File: src/core/dram_host_pkg.sv
// constants for the edo dram strobe controller
// Operation
// [RL1] twenty-bit address goes out as row half then column half on shared pins
// [RL2] device gates data bits 7..0 by lower strobe, 15..8 by upper strobe
// [RL3] device internal column strobe spans first fall to last rise
// [RL4] cycle starts at row strobe fall, ends when all three strobes high
// [RL5] controller keeps row active minimum time and precharges minimum time
// [RL6] read starts at later of column strobe or output gate fall, write high
// [RL7] device read data valid only after all access times met
// [RL8] write starts at later of column strobe and write strobe falls
// [RL9] controller drives write data before earlier of those falls; code drives it as write strobe falls, after column fall in read-modify-write
// [RL10] controller refreshes all 1024 rows within every 16 ms
// [RL11] device refreshes addressed row on any access or row-only cycle
// [RL12] row fall with column strobe low refreshes internal counter row
// [RL13] counter refresh does no data access, outputs stay high impedance
// [RL14] self refresh entered by counter refresh with row strobe held long
// [RL15] self refresh exit holds row strobe high a minimum time
// [RL16] after self refresh exit, burst refresh all rows unless distributed
// [RL17] device allows random column accesses within an open row
// [RL18] device holds page read data until next column strobe fall
// [RL19] device allows mixed reads and writes in one page
// [RL20] after power up wait 200 us then eight row strobe cycles
// [RL21] byte writes assert one column strobe; other lane not driven
// [RL22] counter refresh holds a column strobe low at row strobe fall
// [RL23] device in standby keeps data lines high impedance
// [RL24] read-modify-write reads with gate low, then gate high and write low
package dram_host_pkg;
   localparam int CLK_NS       = 5;
   localparam int T_RAS_NS     = 60;
   localparam int T_RP_NS      = 40;
   localparam int T_RCD_NS     = 15;
   localparam int T_CAS_NS     = 15;
   localparam int T_CP_NS      = 10;
   localparam int T_RAH_NS     = 10;
   localparam int T_CSR_NS     = 5;
   localparam int T_CHR_NS     = 10;
   localparam int T_RASS_NS    = 100000;
   localparam int T_RPS_NS     = 110;
   localparam int T_PWRUP_US   = 200;
   localparam int T_REF_MS     = 16;
   localparam int INIT_CYCLES  = 8;
   localparam int ROWS         = 1024;
   localparam int CLK_MHZ      = 1000 / CLK_NS;
   function automatic int up_cyc(input int ns);
      up_cyc = (ns + CLK_NS - 1) / CLK_NS;
      if (up_cyc < 1) up_cyc = 1;
   endfunction
   localparam int RAS_CYC  = up_cyc(T_RAS_NS);
   localparam int RP_CYC   = up_cyc(T_RP_NS);
   localparam int RCD_CYC  = up_cyc(T_RCD_NS);
   localparam int CAS_CYC  = up_cyc(T_CAS_NS);
   localparam int CP_CYC   = up_cyc(T_CP_NS);
   localparam int RAH_CYC  = up_cyc(T_RAH_NS);
   localparam int CSR_CYC  = up_cyc(T_CSR_NS);
   localparam int CHR_CYC  = up_cyc(T_CHR_NS);
   localparam int RPS_CYC  = up_cyc(T_RPS_NS);
   localparam int RASS_CYC = up_cyc(T_RASS_NS);
   localparam int PWRUP_CYC = T_PWRUP_US * CLK_MHZ;
   // interval per row, rounded down so the window is never exceeded
   localparam int REF_INT_CYC = (T_REF_MS * 1000 * CLK_MHZ) / ROWS;
   localparam logic [1:0] OP_READ  = 2'h0;
   localparam logic [1:0] OP_WRITE = 2'h1;
   localparam logic [1:0] OP_RMW   = 2'h2;
   localparam logic [1:0] OP_ROWREF = 2'h3;
endpackage

File: src/core/edo_dram_host.sv
// controller driving an edo page-mode dram through its strobe pins
`timescale 1ns/10ps
module edo_dram_host
   import dram_host_pkg::*;
#(
   parameter int PWRUP_CYCLES = PWRUP_CYC,
   parameter int REF_INTERVAL = REF_INT_CYC,
   parameter int SELF_HOLD    = RASS_CYC
)(
   // clock and reset
   input  wire logic        clk,
   input  wire logic        rstn,
   input  wire logic        ce,
   // user request
   input  wire logic        req_valid,
   input  wire logic [1:0]  req_op,
   input  wire logic [19:0] req_addr,
   input  wire logic [15:0] req_wdata,
   input  wire logic [1:0]  req_lanes,
   input  wire logic        req_keep_row,
   input  wire logic        self_req,
   output logic             req_ready,
   output logic             rsp_valid,
   output logic [15:0]      rsp_rdata,
   output logic             init_done,
   output logic             in_self,
   // dram pins
   output logic             row_strobe_n,
   output logic             lower_col_strobe_n,
   output logic             upper_col_strobe_n,
   output logic             write_strobe_n,
   output logic             out_gate_n,
   output logic [9:0]       mux_addr_in,
   input  wire logic [15:0] dq_lines_in,
   output logic [15:0]      dq_lines_out,
   output logic [1:0]       dq_lines_oe_n
);
   typedef enum logic [11:0] {
      S_PWR   = 12'h001, S_IDLE = 12'h002, S_RAS  = 12'h004, S_CAS = 12'h008,
      S_RMWW  = 12'h010, S_CPRE = 12'h020, S_PRE  = 12'h040, S_CSR = 12'h080,
      S_CBR   = 12'h100, S_SELF = 12'h200, S_SEXIT = 12'h400, S_HOLD = 12'h800
   } st_t;
   st_t          st_r;
   logic [31:0]  cnt_r;
   logic [31:0]  ras_cnt_r;
   logic [31:0]  ref_cnt_r;
   logic [10:0]  ref_owed_r;
   logic [3:0]   init_cnt_r;
   logic [1:0]   op_r;
   logic [9:0]   row_r;
   logic         cbr_r;
   logic         burst_r;

   // row-active age, for minimum active time before ending a cycle
   always_ff @(posedge clk or negedge rstn)
      if (!rstn)
         ras_cnt_r <= 32'h0;
      else if (ce)
         ras_cnt_r <= row_strobe_n ? 32'h0 : ras_cnt_r + 32'h1;

   // distributed refresh debt: one row owed per interval
   always_ff @(posedge clk or negedge rstn)
      if (!rstn)
      begin
         ref_cnt_r  <= 32'h0;
         ref_owed_r <= 11'h0;
      end
      else if (ce)
      begin
         if (st_r == S_SEXIT && cnt_r == 32'h0)
            ref_owed_r <= 11'(ROWS); // RL16
         else if (st_r == S_SELF)
            ref_owed_r <= 11'h0;
         else
         begin
            ref_cnt_r <= (ref_cnt_r >= 32'(REF_INTERVAL - 1)) ? 32'h0 : ref_cnt_r + 32'h1;
            // a tick and a refresh done in the same cycle both count, so no debt is lost
            // power-up initialisation refreshes can run with nothing owed, so the debt must not wrap below zero
            ref_owed_r <= ref_owed_r + ((ref_cnt_r >= 32'(REF_INTERVAL - 1)) ? 11'h1 : 11'h0)
                        - ((st_r == S_CBR && cnt_r == 32'h0 && ref_owed_r != 11'h0)
                           ? 11'h1 : 11'h0); // RL10
         end
      end

   // main sequencer
   always_ff @(posedge clk or negedge rstn)
      if (!rstn)
      begin
         st_r <= S_PWR; cnt_r <= 32'h0; init_cnt_r <= 4'h0; op_r <= OP_READ;
         row_r <= 10'h0; cbr_r <= 1'b0; burst_r <= 1'b0;
         row_strobe_n <= 1'b1; lower_col_strobe_n <= 1'b1; upper_col_strobe_n <= 1'b1;
         write_strobe_n <= 1'b1; out_gate_n <= 1'b1; mux_addr_in <= 10'h0;
         dq_lines_out <= 16'h0; dq_lines_oe_n <= 2'h3; req_ready <= 1'b0;
         rsp_valid <= 1'b0; rsp_rdata <= 16'h0; init_done <= 1'b0; in_self <= 1'b0;
      end
      else if (ce)
      begin
         rsp_valid <= 1'b0;
         req_ready <= 1'b0;
         if (cnt_r != 32'h0)
            cnt_r <= cnt_r - 32'h1;
         else
            case (st_r)
               S_PWR:
               begin
                  cnt_r <= 32'(PWRUP_CYCLES); // RL20
                  st_r  <= S_PRE;
                  cbr_r <= 1'b0;
               end
               S_IDLE:
                  // a request met by ready is always taken, even if refresh fell due meanwhile
                  if (req_valid && req_ready)
                  begin
                     op_r  <= req_op;
                     row_r <= req_addr[19:10];
                     mux_addr_in <= req_addr[19:10]; // RL1
                     row_strobe_n <= 1'b0; // RL4
                     cnt_r <= 32'(RAH_CYC - 1);
                     st_r  <= S_RAS;
                     cbr_r <= 1'b0;
                  end
                  else if (init_cnt_r < 4'(INIT_CYCLES) || ref_owed_r != 11'h0)
                  begin
                     lower_col_strobe_n <= 1'b0; // RL22
                     upper_col_strobe_n <= 1'b0;
                     cbr_r <= 1'b1;
                     burst_r <= 1'b0;
                     cnt_r <= 32'(CSR_CYC - 1);
                     st_r  <= S_CSR;
                  end
                  else if (self_req)
                  begin
                     lower_col_strobe_n <= 1'b0;
                     upper_col_strobe_n <= 1'b0;
                     cbr_r <= 1'b1;
                     burst_r <= 1'b1;
                     cnt_r <= 32'(CSR_CYC - 1);
                     st_r  <= S_CSR;
                  end
                  else
                     req_ready <= 1'b1;
               S_RAS:
               begin
                  mux_addr_in <= req_addr[9:0]; // RL1
                  if (op_r == OP_ROWREF)
                  begin
                     cnt_r <= 32'(RAS_CYC - RAH_CYC - 1); // RL11
                     st_r  <= S_HOLD;
                  end
                  else
                  begin
                     if (op_r == OP_WRITE)
                     begin
                        write_strobe_n <= 1'b0; // RL8
                        dq_lines_out <= req_wdata; // RL9
                        dq_lines_oe_n <= ~req_lanes; // RL21
                     end
                     else
                        out_gate_n <= 1'b0; // RL6
                     cnt_r <= 32'(RCD_CYC - RAH_CYC);
                     st_r  <= S_CAS;
                  end
               end
               S_CAS:
                  if (lower_col_strobe_n && upper_col_strobe_n)
                  begin
                     lower_col_strobe_n <= ~req_lanes[0]; // RL21
                     upper_col_strobe_n <= ~req_lanes[1];
                     cnt_r <= 32'(CAS_CYC - 1);
                  end
                  else if (op_r == OP_RMW)
                  begin
                     rsp_rdata <= dq_lines_in;
                     out_gate_n <= 1'b1; // RL24
                     dq_lines_out <= req_wdata;
                     dq_lines_oe_n <= ~req_lanes;
                     cnt_r <= 32'(CAS_CYC - 1);
                     st_r  <= S_RMWW;
                  end
                  else
                  begin
                     if (op_r == OP_READ)
                        rsp_rdata <= dq_lines_in;
                     rsp_valid <= 1'b1;
                     lower_col_strobe_n <= 1'b1;
                     upper_col_strobe_n <= 1'b1;
                     write_strobe_n <= 1'b1;
                     dq_lines_oe_n <= 2'h3;
                     cnt_r <= 32'(CP_CYC - 1);
                     st_r  <= S_CPRE;
                  end
               S_RMWW:
                  if (write_strobe_n)
                  begin
                     write_strobe_n <= 1'b0; // RL24
                     cnt_r <= 32'(CAS_CYC - 1);
                  end
                  else
                  begin
                     rsp_valid <= 1'b1;
                     lower_col_strobe_n <= 1'b1;
                     upper_col_strobe_n <= 1'b1;
                     write_strobe_n <= 1'b1;
                     dq_lines_oe_n <= 2'h3;
                     cnt_r <= 32'(CP_CYC - 1);
                     st_r  <= S_CPRE;
                  end
               S_CPRE:
                  // page hit: next column in the same open row
                  if (req_keep_row && req_valid && req_addr[19:10] == row_r
                      && req_op != OP_ROWREF && ref_owed_r == 11'h0)
                  begin
                     op_r <= req_op;
                     st_r <= S_RAS;
                     out_gate_n <= 1'b1;
                  end
                  else
                  begin
                     out_gate_n <= 1'b1;
                     st_r <= S_HOLD;
                  end
               S_HOLD:
                  if (ras_cnt_r >= 32'(RAS_CYC)) // RL5
                  begin
                     row_strobe_n <= 1'b1;
                     lower_col_strobe_n <= 1'b1;
                     upper_col_strobe_n <= 1'b1;
                     cnt_r <= 32'(RP_CYC - 1); // RL5
                     st_r  <= S_PRE;
                  end
               S_PRE:
               begin
                  if (cbr_r && init_cnt_r < 4'(INIT_CYCLES))
                     init_cnt_r <= init_cnt_r + 4'h1;
                  init_done <= (init_cnt_r >= 4'(INIT_CYCLES)) ||
                               (cbr_r && init_cnt_r == 4'(INIT_CYCLES - 1));
                  cbr_r <= 1'b0;
                  st_r  <= S_IDLE;
               end
               S_CSR:
               begin
                  row_strobe_n <= 1'b0; // RL12
                  if (burst_r)
                  begin
                     cnt_r <= 32'(SELF_HOLD - 1); // RL14
                     st_r  <= S_SELF;
                  end
                  else
                  begin
                     cnt_r <= 32'(CHR_CYC - 1);
                     st_r  <= S_CBR;
                  end
               end
               S_CBR:
               begin
                  lower_col_strobe_n <= 1'b1; // RL13
                  upper_col_strobe_n <= 1'b1;
                  st_r <= S_HOLD;
               end
               S_SELF:
               begin
                  in_self <= 1'b1;
                  if (!self_req)
                  begin
                     row_strobe_n <= 1'b1; // RL15
                     lower_col_strobe_n <= 1'b1;
                     upper_col_strobe_n <= 1'b1;
                     cnt_r <= 32'(RPS_CYC - 1);
                     st_r  <= S_SEXIT;
                  end
               end
               S_SEXIT:
               begin
                  in_self <= 1'b0;
                  burst_r <= 1'b0;
                  st_r <= S_IDLE;
               end
               default:
                  st_r <= S_PWR;
            endcase
      end

   // row strobe never rises before minimum active time
   ras_min_a: assert property (@(posedge clk) disable iff (!rstn) // RL5
      ($rose(row_strobe_n) && !in_self) |-> $past(ras_cnt_r) >= 32'(RAS_CYC))
      else $error("row strobe ended too early");
   // precharge held before next row strobe fall
   pre_min_a: assert property (@(posedge clk) disable iff (!rstn) // RL5
      ($rose(row_strobe_n) && ce) |=> row_strobe_n[*7])
      else $error("precharge too short");
   // counter refresh needs a column strobe low at row fall
   cbr_order_a: assert property (@(posedge clk) disable iff (!rstn) // RL22
      ($fell(row_strobe_n) && cbr_r) |-> !$past(lower_col_strobe_n))
      else $error("counter refresh without column strobe");
   // a write drives data no later than its column strobe
   wdata_a: assert property (@(posedge clk) disable iff (!rstn) // RL9
      ($fell(lower_col_strobe_n) && !write_strobe_n) |-> !dq_lines_oe_n[0])
      else $error("write data not driven");
   // undriven upper lane keeps its strobe high during a write
   byte_lane_a: assert property (@(posedge clk) disable iff (!rstn) // RL21
      (!write_strobe_n && dq_lines_oe_n[1]) |-> upper_col_strobe_n)
      else $error("upper lane strobed without data");
   // read has write strobe high and gate low at column fall
   read_cyc_a: assert property (@(posedge clk) disable iff (!rstn) // RL6
      ($fell(lower_col_strobe_n) && op_r == OP_READ && !cbr_r) |-> write_strobe_n && !out_gate_n)
      else $error("bad read strobes");
   // read-modify-write never has gate and write strobe low together
   rmw_gate_a: assert property (@(posedge clk) disable iff (!rstn) // RL24
      !(out_gate_n == 1'b0 && write_strobe_n == 1'b0))
      else $error("gate and write strobe both low");
   // no access before initialisation
   init_first_a: assert property (@(posedge clk) disable iff (!rstn) // RL20
      (!init_done && $fell(row_strobe_n)) |-> cbr_r)
      else $error("access before initialisation");
endmodule // edo_dram_host

File: config.mk
export PLATFORM = sky130hd
export DESIGN_NAME = edo_dram_host
export DESIGN_NICKNAME = d
export VERILOG_FILES = /design/src/core/dram_host_pkg.sv /design/src/core/edo_dram_host.sv
export SDC_FILE = /design/constraint.sdc
export NUM_CORES = 1
export LEC_CHECK = 0
export BUFFER_PORTS_ARGS = -buffer_cell sky130_fd_sc_hd__buf_2
export CAP_MARGIN = 20
export CORE_ASPECT_RATIO = 0.6
export CORE_MARGIN = 2
export CORE_UTILIZATION = 25
export DETAILED_ROUTE_END_ITERATION = 10
export HOLD_SLACK_MARGIN = 0.02
export PLACE_DENSITY = 0.52
export SYNTH_ARGS = -nofsm -noshare
export SYNTH_HDL_FRONTEND = slang
export SYNTH_SLANG_ARGS = --single-unit
File: constraint.sdc
create_clock -name clk -period 5.1 [get_ports clk]
set_input_delay 0.51 -clock clk [delete_from_list [all_inputs] [get_ports clk]]
set_output_delay 0.51 -clock clk [all_outputs]
set_load 0.02 [all_outputs]
# Word-level counts from Yosys, hierarchy flattened
# Index checks and enable logic that the tools add are counted.
dict set report op_classes {
  bitwise 7
  mux 88
  n_reduce_logical 50
  magnitude_cmp 4
  add_sub_neg 6
  eq_ne 36
}
# cell n
set ops {}
lappend ops {{2-to-1 mux 32 bit} 8}
lappend ops {{case mux 32 bit (8 select lines)} 1}
lappend ops {{case mux 12 bit (11 select lines)} 1}
lappend ops {{2-to-1 mux 12 bit} 9}
lappend ops {{2-to-1 mux 16 bit} 6}
lappend ops {{adder 32 x 1 -> 32 bit (second input constant)} 2}
lappend ops {{AND reduction 7 bit} 5}
lappend ops {{2-to-1 mux 1 bit} 33}
lappend ops {{>= comparator 32 x 12 -> 1 bit (second input constant)} 1}
lappend ops {{>= comparator 32 x 4 -> 1 bit (second input constant)} 1}
lappend ops {{logical NOT 32 bit} 1}
lappend ops {{case mux 16 bit (2 select lines)} 1}
lappend ops {{nonzero test 32 bit} 1}
lappend ops {{subtractor 32 x 1 -> 32 bit (second input constant)} 1}
lappend ops {{!= test 2 bit (second input constant)} 13}
lappend ops {{2-to-1 mux 11 bit} 2}
lappend ops {{2-to-1 mux 10 bit} 2}
lappend ops {{2-to-1 mux 2 bit} 10}
lappend ops {{case mux 10 bit (2 select lines)} 1}
lappend ops {{AND reduction 5 bit} 4}
lappend ops {{AND reduction 4 bit} 4}
lappend ops {{2-to-1 mux 15 bit} 1}
lappend ops {{nonzero test 2 bit} 7}
lappend ops {{== test 12 x 1 -> 1 bit (second input constant)} 1}
lappend ops {{other kinds (47)} 75}
dict set report totals {
  in_bits 62
  regBits 190
  wordCells 214
  output_inout_bits 53
}

# Depth between registers and ports, before layout
dict set report depth {
  word_depth 7
  ltp_mapped 18
}

# Worst setup path before layout
# OpenSTA, ideal clock, no wires.
dict set report synth_timing {
  kind {register to register}
  startpoint {reg st_r[2]}
  endpoint {reg ref_owed_r[10]}
  setup_ps 119
  arrival_ps 4068
  stages_incl_launch_ff 18
  synth_period_minus_slack_ps 4187
  setup_slack_ps 913
  path_cell_list {dfrtp_1 > clkbuf_1 > nor4_1 > nand2_1 > or4_1 > nor3_1 > ha_1 > inv_1 > ha_1 > inv_1 > fa_1 > nand2b_1 > a21oi_1 > a221oi_1 > mux2i_1 > a21oi_1 > o21ai_0 > a21bo_2}
}
dict set report synth_via {
  elab_chain_len 7
  word_cells_on_any_way 10
}
# element line
set synth_lines {}
lappend synth_lines {{start: declaration} edo_dram_host.sv:43} ;# st_t st_r;
lappend synth_lines {{start signal: assignment} edo_dram_host.sv:89} ;# st_r <= S_PWR; cnt_r <= 32'h0; init_cnt_r <= 4'h0; op_r <= OP_READ;
lappend synth_lines {{start signal: assignment} edo_dram_host.sv:107} ;# st_r <= S_PRE;
lappend synth_lines {{start signal: assignment} edo_dram_host.sv:119} ;# st_r <= S_RAS;
lappend synth_lines {{== test 12 x 9 -> 1 bit} edo_dram_host.sv:80} ;# - ((st_r == S_CBR && cnt_r == 32'h0 && ref_owed_r != 11'h0)
lappend synth_lines {{logical AND 1 bit (2 in series)} edo_dram_host.sv:80}
lappend synth_lines {{2-to-1 mux 1 bit} edo_dram_host.sv:81} ;# ? 11'h1 : 11'h0);
lappend synth_lines {{subtractor 11 x 1 -> 11 bit} edo_dram_host.sv:80}
lappend synth_lines {{2-to-1 mux 11 bit} edo_dram_host.sv:72} ;# else if (st_r == S_SELF)
lappend synth_lines {{2-to-1 mux 11 bit (*)} edo_dram_host.sv:70} ;# if (st_r == S_SEXIT && cnt_r == 32'h0)
lappend synth_lines {{end signal: assignment} edo_dram_host.sv:71} ;# ref_owed_r <= 11'(ROWS);
lappend synth_lines {{end signal: assignment} edo_dram_host.sv:79} ;# ref_owed_r <= ref_owed_r + ((ref_cnt_r >= 32'(REF_INTERVAL - 1)) ? 11'h1 : 11'h0)
lappend synth_lines {{end: declaration} edo_dram_host.sv:47} ;# logic [10:0] ref_owed_r;
# Mark *: on every way between the ends. The rest lies on a longest branch, timed or not.
# A chain may end at the register's enable or synchronous reset.

# Final worst setup path
dict set report layout_timing {
  startpoint {reg cnt_r[25]}
  endpoint {reg ref_owed_r[10]}
}
dict set report layout_via {
  elab_chain_len 7
  word_cells_on_any_way 8
}
# element line
set layout_lines {}
lappend layout_lines {{start: declaration} edo_dram_host.sv:44} ;# logic [31:0] cnt_r;
lappend layout_lines {{start signal: assignment} edo_dram_host.sv:101} ;# cnt_r <= cnt_r - 32'h1;
lappend layout_lines {{start signal: assignment} edo_dram_host.sv:106} ;# cnt_r <= 32'(PWRUP_CYCLES);
lappend layout_lines {{start signal: assignment} edo_dram_host.sv:118} ;# cnt_r <= 32'(RAH_CYC - 1);
lappend layout_lines {{logical NOT 32 bit (*)} {edo_dram_host.sv:70, edo_dram_host.sv:80}}
lappend layout_lines {{logical AND 1 bit (2 in series)} edo_dram_host.sv:80}
lappend layout_lines {{2-to-1 mux 1 bit} edo_dram_host.sv:81}
lappend layout_lines {{subtractor 11 x 1 -> 11 bit} edo_dram_host.sv:80}
lappend layout_lines {{2-to-1 mux 11 bit} edo_dram_host.sv:72}
lappend layout_lines {{2-to-1 mux 11 bit (*)} edo_dram_host.sv:70}
# Marked as above.

==> results.md <==
- Ys Warns: 0
- Switching power: 1.34 mW
- CTS tree: built
- GPL Wtd Cong: 0.900
- DP HPWL: 19,500 um
- Routed length per instance: 16.1 um
- Total power: 4.03 mW
- Die width: 263 um
- RSZ-0062 raised after global routing: no
- Layout cell share with drive strength beyond 1: 20.8%
- Final setup TNS: 0 ns
- Flop and latch count out of synthesis: 190
- Synth Flop Type: dfrtp_1
- Fmax: 217 MHz
- Synth top area cells: dfrtp_1 (45%), mux2_2 (4.1%), nor2_1 (3.8%)
- Fin nets: 1,226
- Initial core utilization: 25.5%
- Drt first pass iters: 6
- CTS Buf Count: 17
- Placed cell areas: 11,300 um^2
- I/O Buffers: 114
- Setup crit start: cnt_r[25]
- Worst flop-to-flop path startpoint: cnt_r[25]
- Worst-Skew Late Latency: 0.46 ns
- DRT iter0 DRCs: 988
- Register area: 4760 um^2
- Cells after synthesis: 1,027
- Post-synthesis sequential area ratio: 47.4%
- P&R area growth vs syn: 18.6%
- WS Path Type: register to register
- Lkg Pwr: 5.35 nW
- Fillcell total: 4,085
- Share of the synthesized area in the top cell type: 45.3%
- CP max FO: 5
- Post-cts sizing count: 0
- Largest family of logic cells by synthesized area: simple AND/OR/NAND/NOR gates
- Clock Path Buffers: 2
- CP startpoint kind: register
- CTS HTree Levels: 4
- Final Hold Fails: 0
- DR DRC count: 0
- Die ar.: 41,900 um^2
- Mapped Area: 10,000 um^2
- Via count: 8,275
- Routed WL: 26,900 um
- Comb pwr share: 21.2%
- Global-route wire length before repair: 44,400 um
- Worst rel slew slack: 27.3%
- Max Slew Vio Count: 0
- Congestion Overflow GR: 0
- EDFF count, synth: 0
- Compound-gate portion of the synthesized area: 13.1%
- Unique masters post-synth: 74
- Xor/xnor share of the synthesized area: 4.10%
- Worst EP required: 5.50 ns
- Simple-Gate Fraction of Synth Area: 22.0%
- Worst-margin pin slew: 1.09 ns
- Sw Share: 33.2%
- Wire length on met2: 10,300 um
- Seq pwr share: 43.2%
- Initial antenna violation count: 1
- Clk_skew: 0.0150 ns
- Die span in y: 159 um
- Vias in the first global route: 7,771
- Avg Cell Area, Syn: 9.78 um^2
- Antenna-violating nets left: 0
- Global Route Usage Sum: 13.2%
- Clock sink count: 190
- Power Density: 338 nW/um^2
- Max layer used: met4
- Via/cell ratio: 4.94
- Max Cap Viol: 0
- CP Capture Type: register
- Adder-cell share of the synthesized area: 3.06%
- I/O pins: 115
- Status: finished, final reports clean
- Fin crit period: 4.60 ns
- Mux cell area share after synthesis: 7.43%
- Internal power: 2.69 mW
- Peak VDD IR: 0.269 mV
- M1 WL: 14,700 um
- Async SR Flop Fraction: 100%
- Worst r2r path cells: 17
- # rows: 56
- Critical path arrival: 5.00 ns
- Final setup violating endpoints: 0
- Clock power share: 35.6%
- Cts hold-fix bufs: 0
- Worst min path class: primary input to asynchronous set/reset pin
- Final Cycle Share: 90.2%
- Largest net degree at the start of global routing: 113
- WL met3: 1700 um
- Hold WS: 0.0518 ns
- Core area: 39,400 um^2
- Post-Syn Nets: 1,113
- Final instance area: 11,900 um^2
- Clock Pin Slew Worst Setup and Hold Paths: 0.08 ns
- Multi-input gate area: 5000 um^2
- Clock root cell: clkbuf_16
- Cell taking the most area after synthesis: dfrtp_1
- Post CTS Setup Buffer Count: 0
[power by group through the flow]
stage	registers (mW)	logic [mW]	clock network (mW)
3_5_place_dp	1.76	0.858	0
3_3_place_gp	1.77	0.841	0
6_report	1.74	0.855	1.43
2_1_floorplan	1.74	0.638	0
5_1_grt	1.76	0.977	1.55
4_1_cts	1.74	0.861	1.48
[synthesized netlist by cell type (6+ instances only)]
library cell  instances
mux2_4               10
or4_1                 6
o2bb2ai_1            12
nor2b_1              15
a31oi_1              32
o31ai_1              10
xor2_1               22
inv_1                33
o21ai_0              54
a21oi_1              41
dfstp_2               8
xnor2_1              25
nor4_1               35
o22ai_1               9
nand2_1             102
nand2b_1             10
clkbuf_1             29
mux2_2               37
nand3_1              27
or3_1                14
ha_1                 23
and4_1                6
and2_1                7
nand4_1              15
mux2i_1              18
and3_1               20
dfrtp_1             182
nor2_1              103
nor3_1               28
[cells by family (layout without fill, tap and decap cells)]
kind of cell	Yosys count	count (layout)
xor gates and xnor gates	47	47
and+or+nand+nor	425	425
other	0	1
muxes	65	65
DFF	190	190
buffers and inverters	71	197
adders and majority gates	24	24
AOI/OAI and AO/OA	205	205
[stage by stage]
step / setup slack [ns] / instances / utilization, %
2_1_floorplan: 0.913 / 1027 / -
3_3_place_gp: 0.560 / 1642 / 28.6
3_5_place_dp: 0.533 / 1643 / 28.6
4_1_cts: 0.523 / 1675 / 30.2
5_1_grt: 0.121 / 1675 / 30.2
6_report: 0.499 / 1676 / 30.3
[final timing paths]
kind                                    endpoint  slack (ns)
min in group clk                dq_lines_oe_n[1]        0.21
worst min register to register         cnt_r[31]        0.48
worst max-delay path              ref_owed_r[10]        0.50
worst min-delay path                    cnt_r[6]        0.05
max in group asynchronous           rsp_rdata[6]        3.98
worst max register to register    ref_owed_r[10]        0.50
[layout make-up]
class                      instances  share of cell area [%]
antenna                            1                  0.0210
clock buffer                      17                    3.57
clock inverter                    15                    1.85
inverter                          33                    1.04
multi-input combinational        766                    41.9
sequential                       190                    40.0
tap                              522                    5.48
timing repair buffer             132                    6.10
[layout by cell type, fill, tap and decap left out, drive strengths merged, types with 10 or more instances in the layout]
cell type	netlist	final
nand2	102	102
nor4	38	38
nand4	15	15
xnor2	25	25
ha	23	23
mux2	47	47
xor2	22	22
inv	33	40
o31ai	10	10
and3	20	20
nor2	103	103
or3	14	14
a31oi	32	32
nand2b	10	10
nor3	29	29
buf	9	131
nand3	27	27
clkbuf	29	18
o21ai	55	55
dfrtp	182	182
a21oi	42	42
o2bb2ai	12	12
nor2b	15	15
mux2i	18	18
[sequential cells by signal (all words and copies together) (netlist names), 10 cells and up]
signal        cells
row_r            10
ref_cnt_r        32
st_r             12
mux_addr_in      10
cnt_r            32
ref_owed_r       11
dq_lines_out     16
rsp_rdata        16
ras_cnt_r        32
[critical path, cell delays in order, from the launching register on]
cell,delay (ns)
dfrtp_1,0.44
or4_4,0.59
or2_1,0.31
nor4_1,0.40
nand3_1,0.23
nor3_1,0.26
ha_1,0.26
inv_1,0.05
ha_1,0.15
inv_1,0.06
fa_1,0.39
nand2b_1,0.16
a21oi_1,0.30
a221oi_1,0.20
mux2i_1,0.23
nand2_1,0.07
o32ai_1,0.27
a21bo_2,0.17
[routing by layer]
metal	track usage, %	up-vias
met5	0	-
met1	21.6	4016
met3	3.37	18
met2	16.4	251
met4	3.09	0
li1	-	3990
Power figures use the tool's default switching activity.
